===== src/rtl/bst_regs.svh =====
// constants of the boundary-scan test port: widths, codes and cell positions
`ifndef BST_REGS_SVH
`define BST_REGS_SVH

// instruction register
`define BST_IR_W 2
`define BST_IR_RESET 2'h3
`define BST_IR_CAPTURE 2'h1

// boundary-scan chain length and cell positions
`define BST_BSR_LEN 169
`define BST_N_CTL_IN 24
`define BST_CELL_ACK 24
`define BST_CELL_D_BASE 25
`define BST_D_PINS 16
`define BST_D_STRIDE 3
`define BST_TX_BASE 73
`define BST_TX_GROUPS 4
`define BST_GROUP_PINS 8
`define BST_GROUP_STRIDE 24
`define BST_RX_OFFSET 16

// synchroniser reset images: tck parked high, tms/tdi/trst_n high,
// no drive seen, so no false test clock edge follows reset
`define BST_JT_W 7
`define BST_JT_RESET 7'h78
`define BST_PIN_W 72
`define BST_PIN_RESET 72'h0

`endif


===== src/rtl/bst_pkg.sv =====
// types shared by the boundary-scan test port files
package bst_pkg;

  // test controller states
  typedef enum logic [3:0] {
    BST_TLR = 4'h0,
    BST_RTI = 4'h1,
    BST_SEL_DR = 4'h2,
    BST_CAP_DR = 4'h3,
    BST_SHF_DR = 4'h4,
    BST_EX1_DR = 4'h5,
    BST_PAU_DR = 4'h6,
    BST_EX2_DR = 4'h7,
    BST_UPD_DR = 4'h8,
    BST_SEL_IR = 4'h9,
    BST_CAP_IR = 4'hA,
    BST_SHF_IR = 4'hB,
    BST_EX1_IR = 4'hC,
    BST_PAU_IR = 4'hD,
    BST_EX2_IR = 4'hE,
    BST_UPD_IR = 4'hF
  } bst_state_type;

  // decoded instructions
  typedef enum logic [1:0] {
    BST_EXTEST = 2'h0,
    BST_SAMPLE = 2'h1,
    BST_BYPASS = 2'h3
  } bst_instr_type;

  // test port pin levels as seen at the pads
  typedef struct packed {
    logic tck;
    logic tms;
    logic tdi;
    logic trst_n;
  } bst_jtag_type;

  // which pulled-up test inputs are actively driven from outside
  typedef struct packed {
    logic tms;
    logic tdi;
    logic trst_n;
  } bst_drive_type;

  // one-cycle actions handed to the boundary chain
  typedef struct packed {
    logic capture;
    logic shift;
    logic update;
    logic tdi;
  } bst_chain_ctl_type;

endpackage


===== src/rtl/bst_chain.sv =====
// boundary-scan shift chain with its update latches
`timescale 1ns/1ps
`include "bst_regs.svh"

module bst_chain #(
  parameter int LEN = `BST_BSR_LEN
) (
  // clock and control
  input wire logic clk_sys,
  input wire logic srst,
  input wire logic ce,
  // actions from the test controller
  input wire bst_pkg::bst_chain_ctl_type ctl,
  // parallel capture values and update latch contents
  input wire logic [LEN-1:0] cap_vec,
  output logic [LEN-1:0] upd_vec,
  // serial output, cell zero
  output logic shift_out
);
  import bst_pkg::*;

  logic [LEN-1:0] sr_reg;

  // capture pin state, then shift toward cell zero
  always_ff @(posedge clk_sys) begin
    if (srst) begin
      sr_reg <= '0;
    end else if (ce) begin
      if (ctl.capture) begin
        sr_reg <= cap_vec;
      end else if (ctl.shift) begin
        sr_reg <= {ctl.tdi, sr_reg[LEN-1:1]};
      end
    end
  end

  // update latches change only at update, so pins stay steady during shift
  always_ff @(posedge clk_sys) begin
    if (srst) begin
      upd_vec <= '0;
    end else if (ce && ctl.update) begin
      upd_vec <= sr_reg;
    end
  end

  assign shift_out = sr_reg[0];

endmodule // bst_chain


===== src/rtl/bst_tap.sv =====
// boundary-scan test access port with instruction decode and pin muxing
`timescale 1ns/1ps
`include "bst_regs.svh"

module bst_tap (
  // clock, reset, enable
  input wire logic clk_sys,
  input wire logic srst,
  input wire logic ce,
  // test port pins
  input wire bst_pkg::bst_jtag_type jtag_in,
  input wire bst_pkg::bst_drive_type jtag_driven,
  output logic tdo_out,
  output logic tdo_oe_n,
  // pin levels seen at the input pads
  input wire logic [`BST_N_CTL_IN-1:0] pin_ctl_in,
  input wire logic [31:0] pin_rx_in,
  input wire logic [`BST_D_PINS-1:0] pin_d_in,
  // functional values from the core
  input wire logic core_ack,
  input wire logic [`BST_D_PINS-1:0] core_d_out,
  input wire logic [`BST_D_PINS-1:0] core_d_oe,
  input wire logic [31:0] core_tx,
  input wire logic [31:0] core_tx_oe,
  // pads driven from the scan muxes
  output logic transfer_acknowledge_out,
  output logic [`BST_D_PINS-1:0] pin_d_out,
  output logic [`BST_D_PINS-1:0] pin_d_oe_n,
  output logic [31:0] pin_tx_out,
  output logic [31:0] pin_tx_oe_n,
  // current instruction
  output bst_pkg::bst_instr_type instr_out
);
  import bst_pkg::*;

  // pad pull-up: an undriven input reads high
  function automatic logic pulled(input logic val, input logic drv);
    pulled = drv ? val : 1'b1;
  endfunction

  // instruction decode, used for the chain path and the pin muxes
  function automatic bst_instr_type decode(input logic [`BST_IR_W-1:0] code);
    unique case (code)
      2'h0: decode = BST_EXTEST;
      2'h3: decode = BST_BYPASS;
      2'h1, 2'h2: decode = BST_SAMPLE;
    endcase
  endfunction

  logic [`BST_JT_W-1:0] jt_s1_reg, jt_s2_reg;
  logic [`BST_PIN_W-1:0] pin_s1_reg, pin_s2_reg;
  logic tck_prev_reg;
  logic tck_s, tms_s, tdi_s, trst_n_s;
  logic tck_rise, tck_fall;
  bst_state_type state_reg, state_next;
  logic [`BST_IR_W-1:0] ir_sr_reg;
  logic [`BST_IR_W-1:0] ir_reg;
  logic bypass_reg;
  bst_instr_type instr;
  bst_chain_ctl_type chain_ctl;
  logic [`BST_BSR_LEN-1:0] cap_vec, upd_vec;
  logic chain_out;
  logic [`BST_N_CTL_IN-1:0] ctl_s;
  logic [31:0] rx_s;
  logic [`BST_D_PINS-1:0] d_s;

  // two-stage synchronisers for every pad input
  always_ff @(posedge clk_sys) begin
    if (srst) begin
      jt_s1_reg <= `BST_JT_RESET;
      jt_s2_reg <= `BST_JT_RESET;
      pin_s1_reg <= `BST_PIN_RESET;
      pin_s2_reg <= `BST_PIN_RESET;
    end else if (ce) begin
      jt_s1_reg <= {jtag_in, jtag_driven};
      jt_s2_reg <= jt_s1_reg;
      pin_s1_reg <= {pin_ctl_in, pin_rx_in, pin_d_in};
      pin_s2_reg <= pin_s1_reg;
    end
  end

  // synchronised levels with pull-ups applied
  assign tck_s = jt_s2_reg[6];
  assign tms_s = pulled(jt_s2_reg[5], jt_s2_reg[2]);
  assign tdi_s = pulled(jt_s2_reg[4], jt_s2_reg[1]);
  assign trst_n_s = pulled(jt_s2_reg[3], jt_s2_reg[0]);
  assign {ctl_s, rx_s, d_s} = pin_s2_reg;

  // test clock edges: apart from srst and the test reset pin, all test state moves only on these
  always_ff @(posedge clk_sys) begin
    if (srst) begin
      tck_prev_reg <= 1'b1; // matches the parked-high test clock
    end else if (ce) begin
      tck_prev_reg <= tck_s;
    end
  end
  assign tck_rise = tck_s & ~tck_prev_reg;
  assign tck_fall = ~tck_s & tck_prev_reg;

  // controller next state from sampled TMS
  always_comb begin
    state_next = state_reg;
    unique case (state_reg)
      BST_TLR: state_next = tms_s ? BST_TLR : BST_RTI;
      BST_RTI: state_next = tms_s ? BST_SEL_DR : BST_RTI;
      BST_SEL_DR: state_next = tms_s ? BST_SEL_IR : BST_CAP_DR;
      BST_CAP_DR: state_next = tms_s ? BST_EX1_DR : BST_SHF_DR;
      BST_SHF_DR: state_next = tms_s ? BST_EX1_DR : BST_SHF_DR;
      BST_EX1_DR: state_next = tms_s ? BST_UPD_DR : BST_PAU_DR;
      BST_PAU_DR: state_next = tms_s ? BST_EX2_DR : BST_PAU_DR;
      BST_EX2_DR: state_next = tms_s ? BST_UPD_DR : BST_SHF_DR;
      BST_UPD_DR: state_next = tms_s ? BST_SEL_DR : BST_RTI;
      BST_SEL_IR: state_next = tms_s ? BST_TLR : BST_CAP_IR;
      BST_CAP_IR: state_next = tms_s ? BST_EX1_IR : BST_SHF_IR;
      BST_SHF_IR: state_next = tms_s ? BST_EX1_IR : BST_SHF_IR;
      BST_EX1_IR: state_next = tms_s ? BST_UPD_IR : BST_PAU_IR;
      BST_PAU_IR: state_next = tms_s ? BST_EX2_IR : BST_PAU_IR;
      BST_EX2_IR: state_next = tms_s ? BST_UPD_IR : BST_SHF_IR;
      BST_UPD_IR: state_next = tms_s ? BST_SEL_DR : BST_RTI;
    endcase
  end

  // controller state register
  always_ff @(posedge clk_sys) begin
    if (srst || !trst_n_s) begin
      state_reg <= BST_TLR;
    end else if (ce && tck_rise) begin
      state_reg <= state_next;
    end
  end

  // instruction shift stage: capture fixed pattern, shift from TDI
  always_ff @(posedge clk_sys) begin
    if (srst || !trst_n_s) begin
      ir_sr_reg <= `BST_IR_RESET;
    end else if (ce && tck_rise) begin
      if (state_reg == BST_CAP_IR) begin
        ir_sr_reg <= `BST_IR_CAPTURE;
      end else if (state_reg == BST_SHF_IR) begin
        ir_sr_reg <= {tdi_s, ir_sr_reg[`BST_IR_W-1:1]};
      end
    end
  end

  // current instruction: BYPASS after reset, new code at Update-IR
  always_ff @(posedge clk_sys) begin
    if (srst || !trst_n_s) begin
      ir_reg <= `BST_IR_RESET;
    end else if (ce) begin
      if (tck_rise && state_reg == BST_TLR) begin
        ir_reg <= `BST_IR_RESET;
      end else if (tck_fall && state_reg == BST_UPD_IR) begin
        ir_reg <= ir_sr_reg;
      end
    end
  end
  assign instr = decode(ir_reg);

  // one-stage bypass path, cleared at capture
  always_ff @(posedge clk_sys) begin
    if (srst) begin
      bypass_reg <= 1'b0;
    end else if (ce && tck_rise && instr == BST_BYPASS) begin
      if (state_reg == BST_CAP_DR) begin
        bypass_reg <= 1'b0;
      end else if (state_reg == BST_SHF_DR) begin
        bypass_reg <= tdi_s;
      end
    end
  end

  // chain actions: only when the boundary register is on the path
  always_comb begin
    chain_ctl.tdi = tdi_s;
    chain_ctl.capture = tck_rise && instr != BST_BYPASS &&
                        state_reg == BST_CAP_DR;
    chain_ctl.shift = tck_rise && instr != BST_BYPASS &&
                      state_reg == BST_SHF_DR;
    chain_ctl.update = tck_fall && instr != BST_BYPASS &&
                       state_reg == BST_UPD_DR;
  end

  // serial output launched on the falling test clock edge
  always_ff @(posedge clk_sys) begin
    if (srst || !trst_n_s) begin
      tdo_out <= 1'b0;
      tdo_oe_n <= 1'b1;
    end else if (ce && tck_fall) begin
      if (state_reg == BST_SHF_IR) begin
        tdo_out <= ir_sr_reg[0];
        tdo_oe_n <= 1'b0;
      end else if (state_reg == BST_SHF_DR) begin
        tdo_out <= (instr == BST_BYPASS) ? bypass_reg : chain_out;
        tdo_oe_n <= 1'b0;
      end else begin
        tdo_out <= 1'b0;
        tdo_oe_n <= 1'b1;
      end
    end
  end

  // input-only pins: control and address inputs at cells 0 to 23
  assign cap_vec[`BST_N_CTL_IN-1:0] = ctl_s;
  // acknowledge has an output cell only
  assign cap_vec[`BST_CELL_ACK] = core_ack;

  // data bus: control, output, input cell per pin, highest bit first
  genvar gd, gg, gk;
  generate
    for (gd = 0; gd < `BST_D_PINS; gd++) begin : g_dbus
      localparam int C = `BST_CELL_D_BASE + `BST_D_STRIDE * gd;
      localparam int P = `BST_D_PINS - 1 - gd;
      assign cap_vec[C] = core_d_oe[P];
      assign cap_vec[C+1] = core_d_out[P];
      assign cap_vec[C+2] = d_s[P];
    end
    // transmit groups of eight: control and output cells, then receives
    for (gg = 0; gg < `BST_TX_GROUPS; gg++) begin : g_grp
      for (gk = 0; gk < `BST_GROUP_PINS; gk++) begin : g_pin
        localparam int B = `BST_TX_BASE + `BST_GROUP_STRIDE * gg;
        localparam int P = `BST_GROUP_PINS * (`BST_TX_GROUPS - gg) - 1 - gk;
        assign cap_vec[B+2*gk] = core_tx_oe[P];
        assign cap_vec[B+2*gk+1] = core_tx[P];
        assign cap_vec[B+`BST_RX_OFFSET+gk] = rx_s[P];
      end
    end
  endgenerate

  // boundary chain of 169 cells
  bst_chain #(
    .LEN(`BST_BSR_LEN)
  ) u_chain (
    .clk_sys(clk_sys),
    .srst(srst),
    .ce(ce),
    .ctl(chain_ctl),
    .cap_vec(cap_vec),
    .upd_vec(upd_vec),
    .shift_out(chain_out)
  );

  // acknowledge pad: latch under EXTEST, core otherwise
  always_ff @(posedge clk_sys) begin
    if (srst) begin
      transfer_acknowledge_out <= 1'b0;
    end else if (ce) begin
      transfer_acknowledge_out <= (instr == BST_EXTEST) ?
          upd_vec[`BST_CELL_ACK] : core_ack;
    end
  end

  // data bus pads; a control cell of one turns the driver on
  generate
    for (gd = 0; gd < `BST_D_PINS; gd++) begin : g_dpad
      localparam int C = `BST_CELL_D_BASE + `BST_D_STRIDE * gd;
      localparam int P = `BST_D_PINS - 1 - gd;
      always_ff @(posedge clk_sys) begin
        if (srst) begin
          pin_d_out[P] <= 1'b0;
          pin_d_oe_n[P] <= 1'b1;
        end else if (ce) begin
          if (instr == BST_EXTEST) begin
            pin_d_out[P] <= upd_vec[C+1];
            pin_d_oe_n[P] <= ~upd_vec[C];
          end else begin
            pin_d_out[P] <= core_d_out[P];
            pin_d_oe_n[P] <= ~core_d_oe[P];
          end
        end
      end
    end
    // transmit pads
    for (gg = 0; gg < `BST_TX_GROUPS; gg++) begin : g_tpad
      for (gk = 0; gk < `BST_GROUP_PINS; gk++) begin : g_pin
        localparam int B = `BST_TX_BASE + `BST_GROUP_STRIDE * gg;
        localparam int P = `BST_GROUP_PINS * (`BST_TX_GROUPS - gg) - 1 - gk;
        always_ff @(posedge clk_sys) begin
          if (srst) begin
            pin_tx_out[P] <= 1'b0;
            pin_tx_oe_n[P] <= 1'b1;
          end else if (ce) begin
            if (instr == BST_EXTEST) begin
              pin_tx_out[P] <= upd_vec[B+2*gk+1];
              pin_tx_oe_n[P] <= ~upd_vec[B+2*gk];
            end else begin
              pin_tx_out[P] <= core_tx[P];
              pin_tx_oe_n[P] <= ~core_tx_oe[P];
            end
          end
        end
      end
    end
  endgenerate

  // instruction visible to the core
  always_ff @(posedge clk_sys) begin
    if (srst) begin
      instr_out <= BST_BYPASS;
    end else if (ce) begin
      instr_out <= instr;
    end
  end

endmodule // bst_tap


===== config.mk =====
export PLATFORM = sky130hd
export DESIGN_NAME = bst_tap
export DESIGN_NICKNAME = d
export VERILOG_FILES = /design/src/rtl/bst_pkg.sv /design/src/rtl/bst_chain.sv /design/src/rtl/bst_tap.sv
export VERILOG_INCLUDE_DIRS = /design/src /design/src/rtl
export SDC_FILE = /design/constraint.sdc
export NUM_CORES = 1
export LEC_CHECK = 0
export ABC_AREA = 1
export BUFFER_PORTS_ARGS = -buffer_cell sky130_fd_sc_hd__buf_2
export CAP_MARGIN = 20
export CORE_AREA = 2 2 205 207
export CTS_BUF_LIST = sky130_fd_sc_hd__clkbuf_8
export DETAILED_ROUTE_END_ITERATION = 8
export DIE_AREA = 0 0 207 209
export PLACE_DENSITY = 0.83
export SYNTH_ARGS = -nofsm -noshare
export SYNTH_HDL_FRONTEND = slang
export SYNTH_HIERARCHICAL = 1
export SYNTH_SLANG_ARGS = --single-unit

===== constraint.sdc =====
create_clock -name clk_sys -period 2.7 [get_ports clk_sys]
set_clock_uncertainty 0.15 [all_clocks]
set_input_delay 0.54 -clock clk_sys [delete_from_list [all_inputs] [get_ports clk_sys]]
set_output_delay 0.54 -clock clk_sys [all_outputs]
set_load 0.02 [all_outputs]

==> impl_metrics.csv <==
group,metric,value,unit
status,run_status,"finished clean",
setup_path,worstPathMaxFanout,117,
cts,cts_resized,0,
pwr,max-vdd-ir-drop,0.000513,V
floorplan,io_pins,280,
final_layout,drive_gt1_share,13.7,%
setup_path,ff2ff_path_depth,9,
setup_path,critPathBufInv,2,
timing,fmax,403,MHz
grt,grt_overflow,0,
floorplan,core_area,41300,um^2
placed_design,hpwl,33600,um
floorplan,die_w,207,um
route,wire_per_inst,13.6,um
pwr,p_leak,12.6,nW
timing,finalHoldViolations,0,
route,drc,0,
timing,setup_viol,0,
floorplan,rows,75,
job,cap_violations,0,
floorplan,start_util,54.4,%
timing,grt_setup_unrepaired,"no",
hold_path,hold_end,"pin_s1_reg[44]$_SDFFE_PP0P_",
grt,grt_pass1_vias,19900,
setup_path,r2r-end,"u_chain/sr_reg[132]$_SDFFE_PP0P_",
cts,hold_buffers,74,
timing,drv_slew,0,
route,via_per_inst,5.09,
placed_design,dp_cells,3915,
route,drt_first_pass_iters,6,
floorplan,die_area,43300,um^2
cts,insertion_delay,640,ps
setup_path,cp-start-kind,"flip-flop",
placed_design,gp_congestion,0.871,
hold_path,min_from,"pin_rx_in[28]",
synth,syn_nets,3488,
cts,clkSinkCount,535,
setup_path,cp_cell_sequence,"nand2_1 -> inv_1 -> nand2_1 -> nor2_4 -> o21ai_4 -> buf_12 -> nand2_1 -> nand2_1 -> nor2_1",
synth,syn_inst,3309,
setup_path,setup.worst_path.class,"flip-flop to flip-flop",
synth,yosys_warnings,6,
timing,final.min_clock_period,2480,ps
cts,path_clk_slew,60,ps
route,drtAntennaViolNets,0,
grt,track_usage,25.7,%
final_layout,synthToLayoutAreaGrowth,17.8,%
cts,cts-root-buf,"clkbuf_8",
setup_path,endpoint_kind,"flip-flop",
placed_design,portBuffers,279,
setup_path,crit-reg2reg-launch,"state_reg[1]$_SDFFE_PP0P_",
final_layout,largest_reg_flops,169,
hold_path,holdPathStages,3,
final_layout,layout_common_cells,"nor2_1, nand2_1, dfxtp_1, o21ai_0, buf_2",
final_layout,fin_nets,3719,
final_layout,final_common_cell,"nor2_1",
cts,cts_tree,"done",
timing,finalCritPeriodShare,91.9,%
route,dr_total_vias,21100,
setup_path,cpLargestDelayFamily,"simple AND/OR/NAND/NOR gates",
cts,htreeDepth,3,
setup_path,cpPeakStageDelay,610,ps
hold_path,hp-class,"input port to flip-flop",
cts,cts_setup_buffers,0,
grt,antenna_found_initial,13,
timing,tightest_slew,1040,ps
setup_path,r2r_slack,220,ps
timing,tns,0,ps
grt,grt_pass1_wl,94300,um
cts,numCtsBuffers,88,
setup_path,cpMostUsedCell,"nand2_1",
setup_path,cpMaxStageDelayCell,"o21ai_4",
synth,syn_area_per_cell,6.79,um^2
pwr,power-per-cell-area,630,nW/um^2
route,totalWireLength,56700,um
setup_path,cp.required,3070,ps
timing,relSlewSlack,30.7,%
final_layout,stdcell_count,4154,
cts,cts_max_path_buffers,3,
floorplan,die_y,209,um
setup_path,critPathArrivalTime,2850,ps
route,drt_iter0_markers,1618,
synth,netlist_area,22500,um^2
grt,grt_max_degree,159,
-- how the worst max path moves through the flow --
| stage | slack, ps | endpoint | start | cells after the start |
|---|---|---|---|---|
| detailed placement | 280 | u_chain/sr_reg[134]$_SDFFE_PP0P_ | state_reg[1]$_SDFFE_PP0P_ | 9 |
| finish | 220 | u_chain/sr_reg[132]$_SDFFE_PP0P_ | state_reg[1]$_SDFFE_PP0P_ | 9 |
| global placement | 350 | u_chain/sr_reg[134]$_SDFFE_PP0P_ | state_reg[1]$_SDFFE_PP0P_ | 9 |
| CTS | 280 | u_chain/sr_reg[134]$_SDFFE_PP0P_ | state_reg[0]$_SDFFE_PP0P_ | 9 |
| floorplan | 760 | u_chain/sr_reg[144]$_SDFFE_PP0P_ | state_reg[1]$_SDFFE_PP0P_ | 11 |
| global route | 20 | u_chain/sr_reg[128]$_SDFFE_PP0P_ | state_reg[1]$_SDFFE_PP0P_ | 9 |
-- worst register-to-register path: stages, from the launching register on --
cell and delay [ps]:
dfxtp_1 380, nand2_1 140, inv_1 80, nand2_1 150, nor2_4 100, o21ai_4 610
buf_12 450, nand2_1 200, nand2_1 80, nor2_1 40
-- layer usage --
layer	GRT usage [%]	share of wire (%)	wire length, um	vias up
met2	41.3	45	25600	668
met5	0	0.097	55	-
li1	-	-	-	10800
met4	13.2	4.1	2330	8
met3	5.43	6.4	3650	156
met1	32.7	44	25100	9504
-- report_power, final --
part	internal [mW]	switching, mW	leakage (nW)
clock network	3.95	3.17	1.04
registers	8.16	0.133	4.37
logic	0.484	0.768	7.20
-- cell type report --
type | instances | area, um^2
Timing Repair Buffer | 392 | 2680
Clock inverter | 39 | 193
Clock buffer | 117 | 1610
Sequential cell | 535 | 10700
Tap cell | 539 | 674
Multi-Input combinational cell | 2278 | 9630
Inverter | 245 | 938
Antenna cell | 9 | 22.5
Fill cell | 3598 | 14800
-- metrics by stage --
stage | cell area [um^2] | hold WS (ps) | power [mW] | setup WS [ps] | util, %
6_report | 26500 | 44.4 | 16.7 | 218 | 64.1
5_1_grt | 26400 | 18.6 | 17.3 | 21.8 | 64.1
4_1_cts | 26400 | 0.213 | 16.8 | 280 | 64.0
3_5_place_dp | 23900 | 293 | 9.59 | 285 | 57.9
3_3_place_gp | 23900 | 284 | 9.57 | 353 | 57.9
2_1_floorplan | 22500 | 270 | 9.14 | 764 | -
Note: power is estimated with default switching activity, not from simulation.
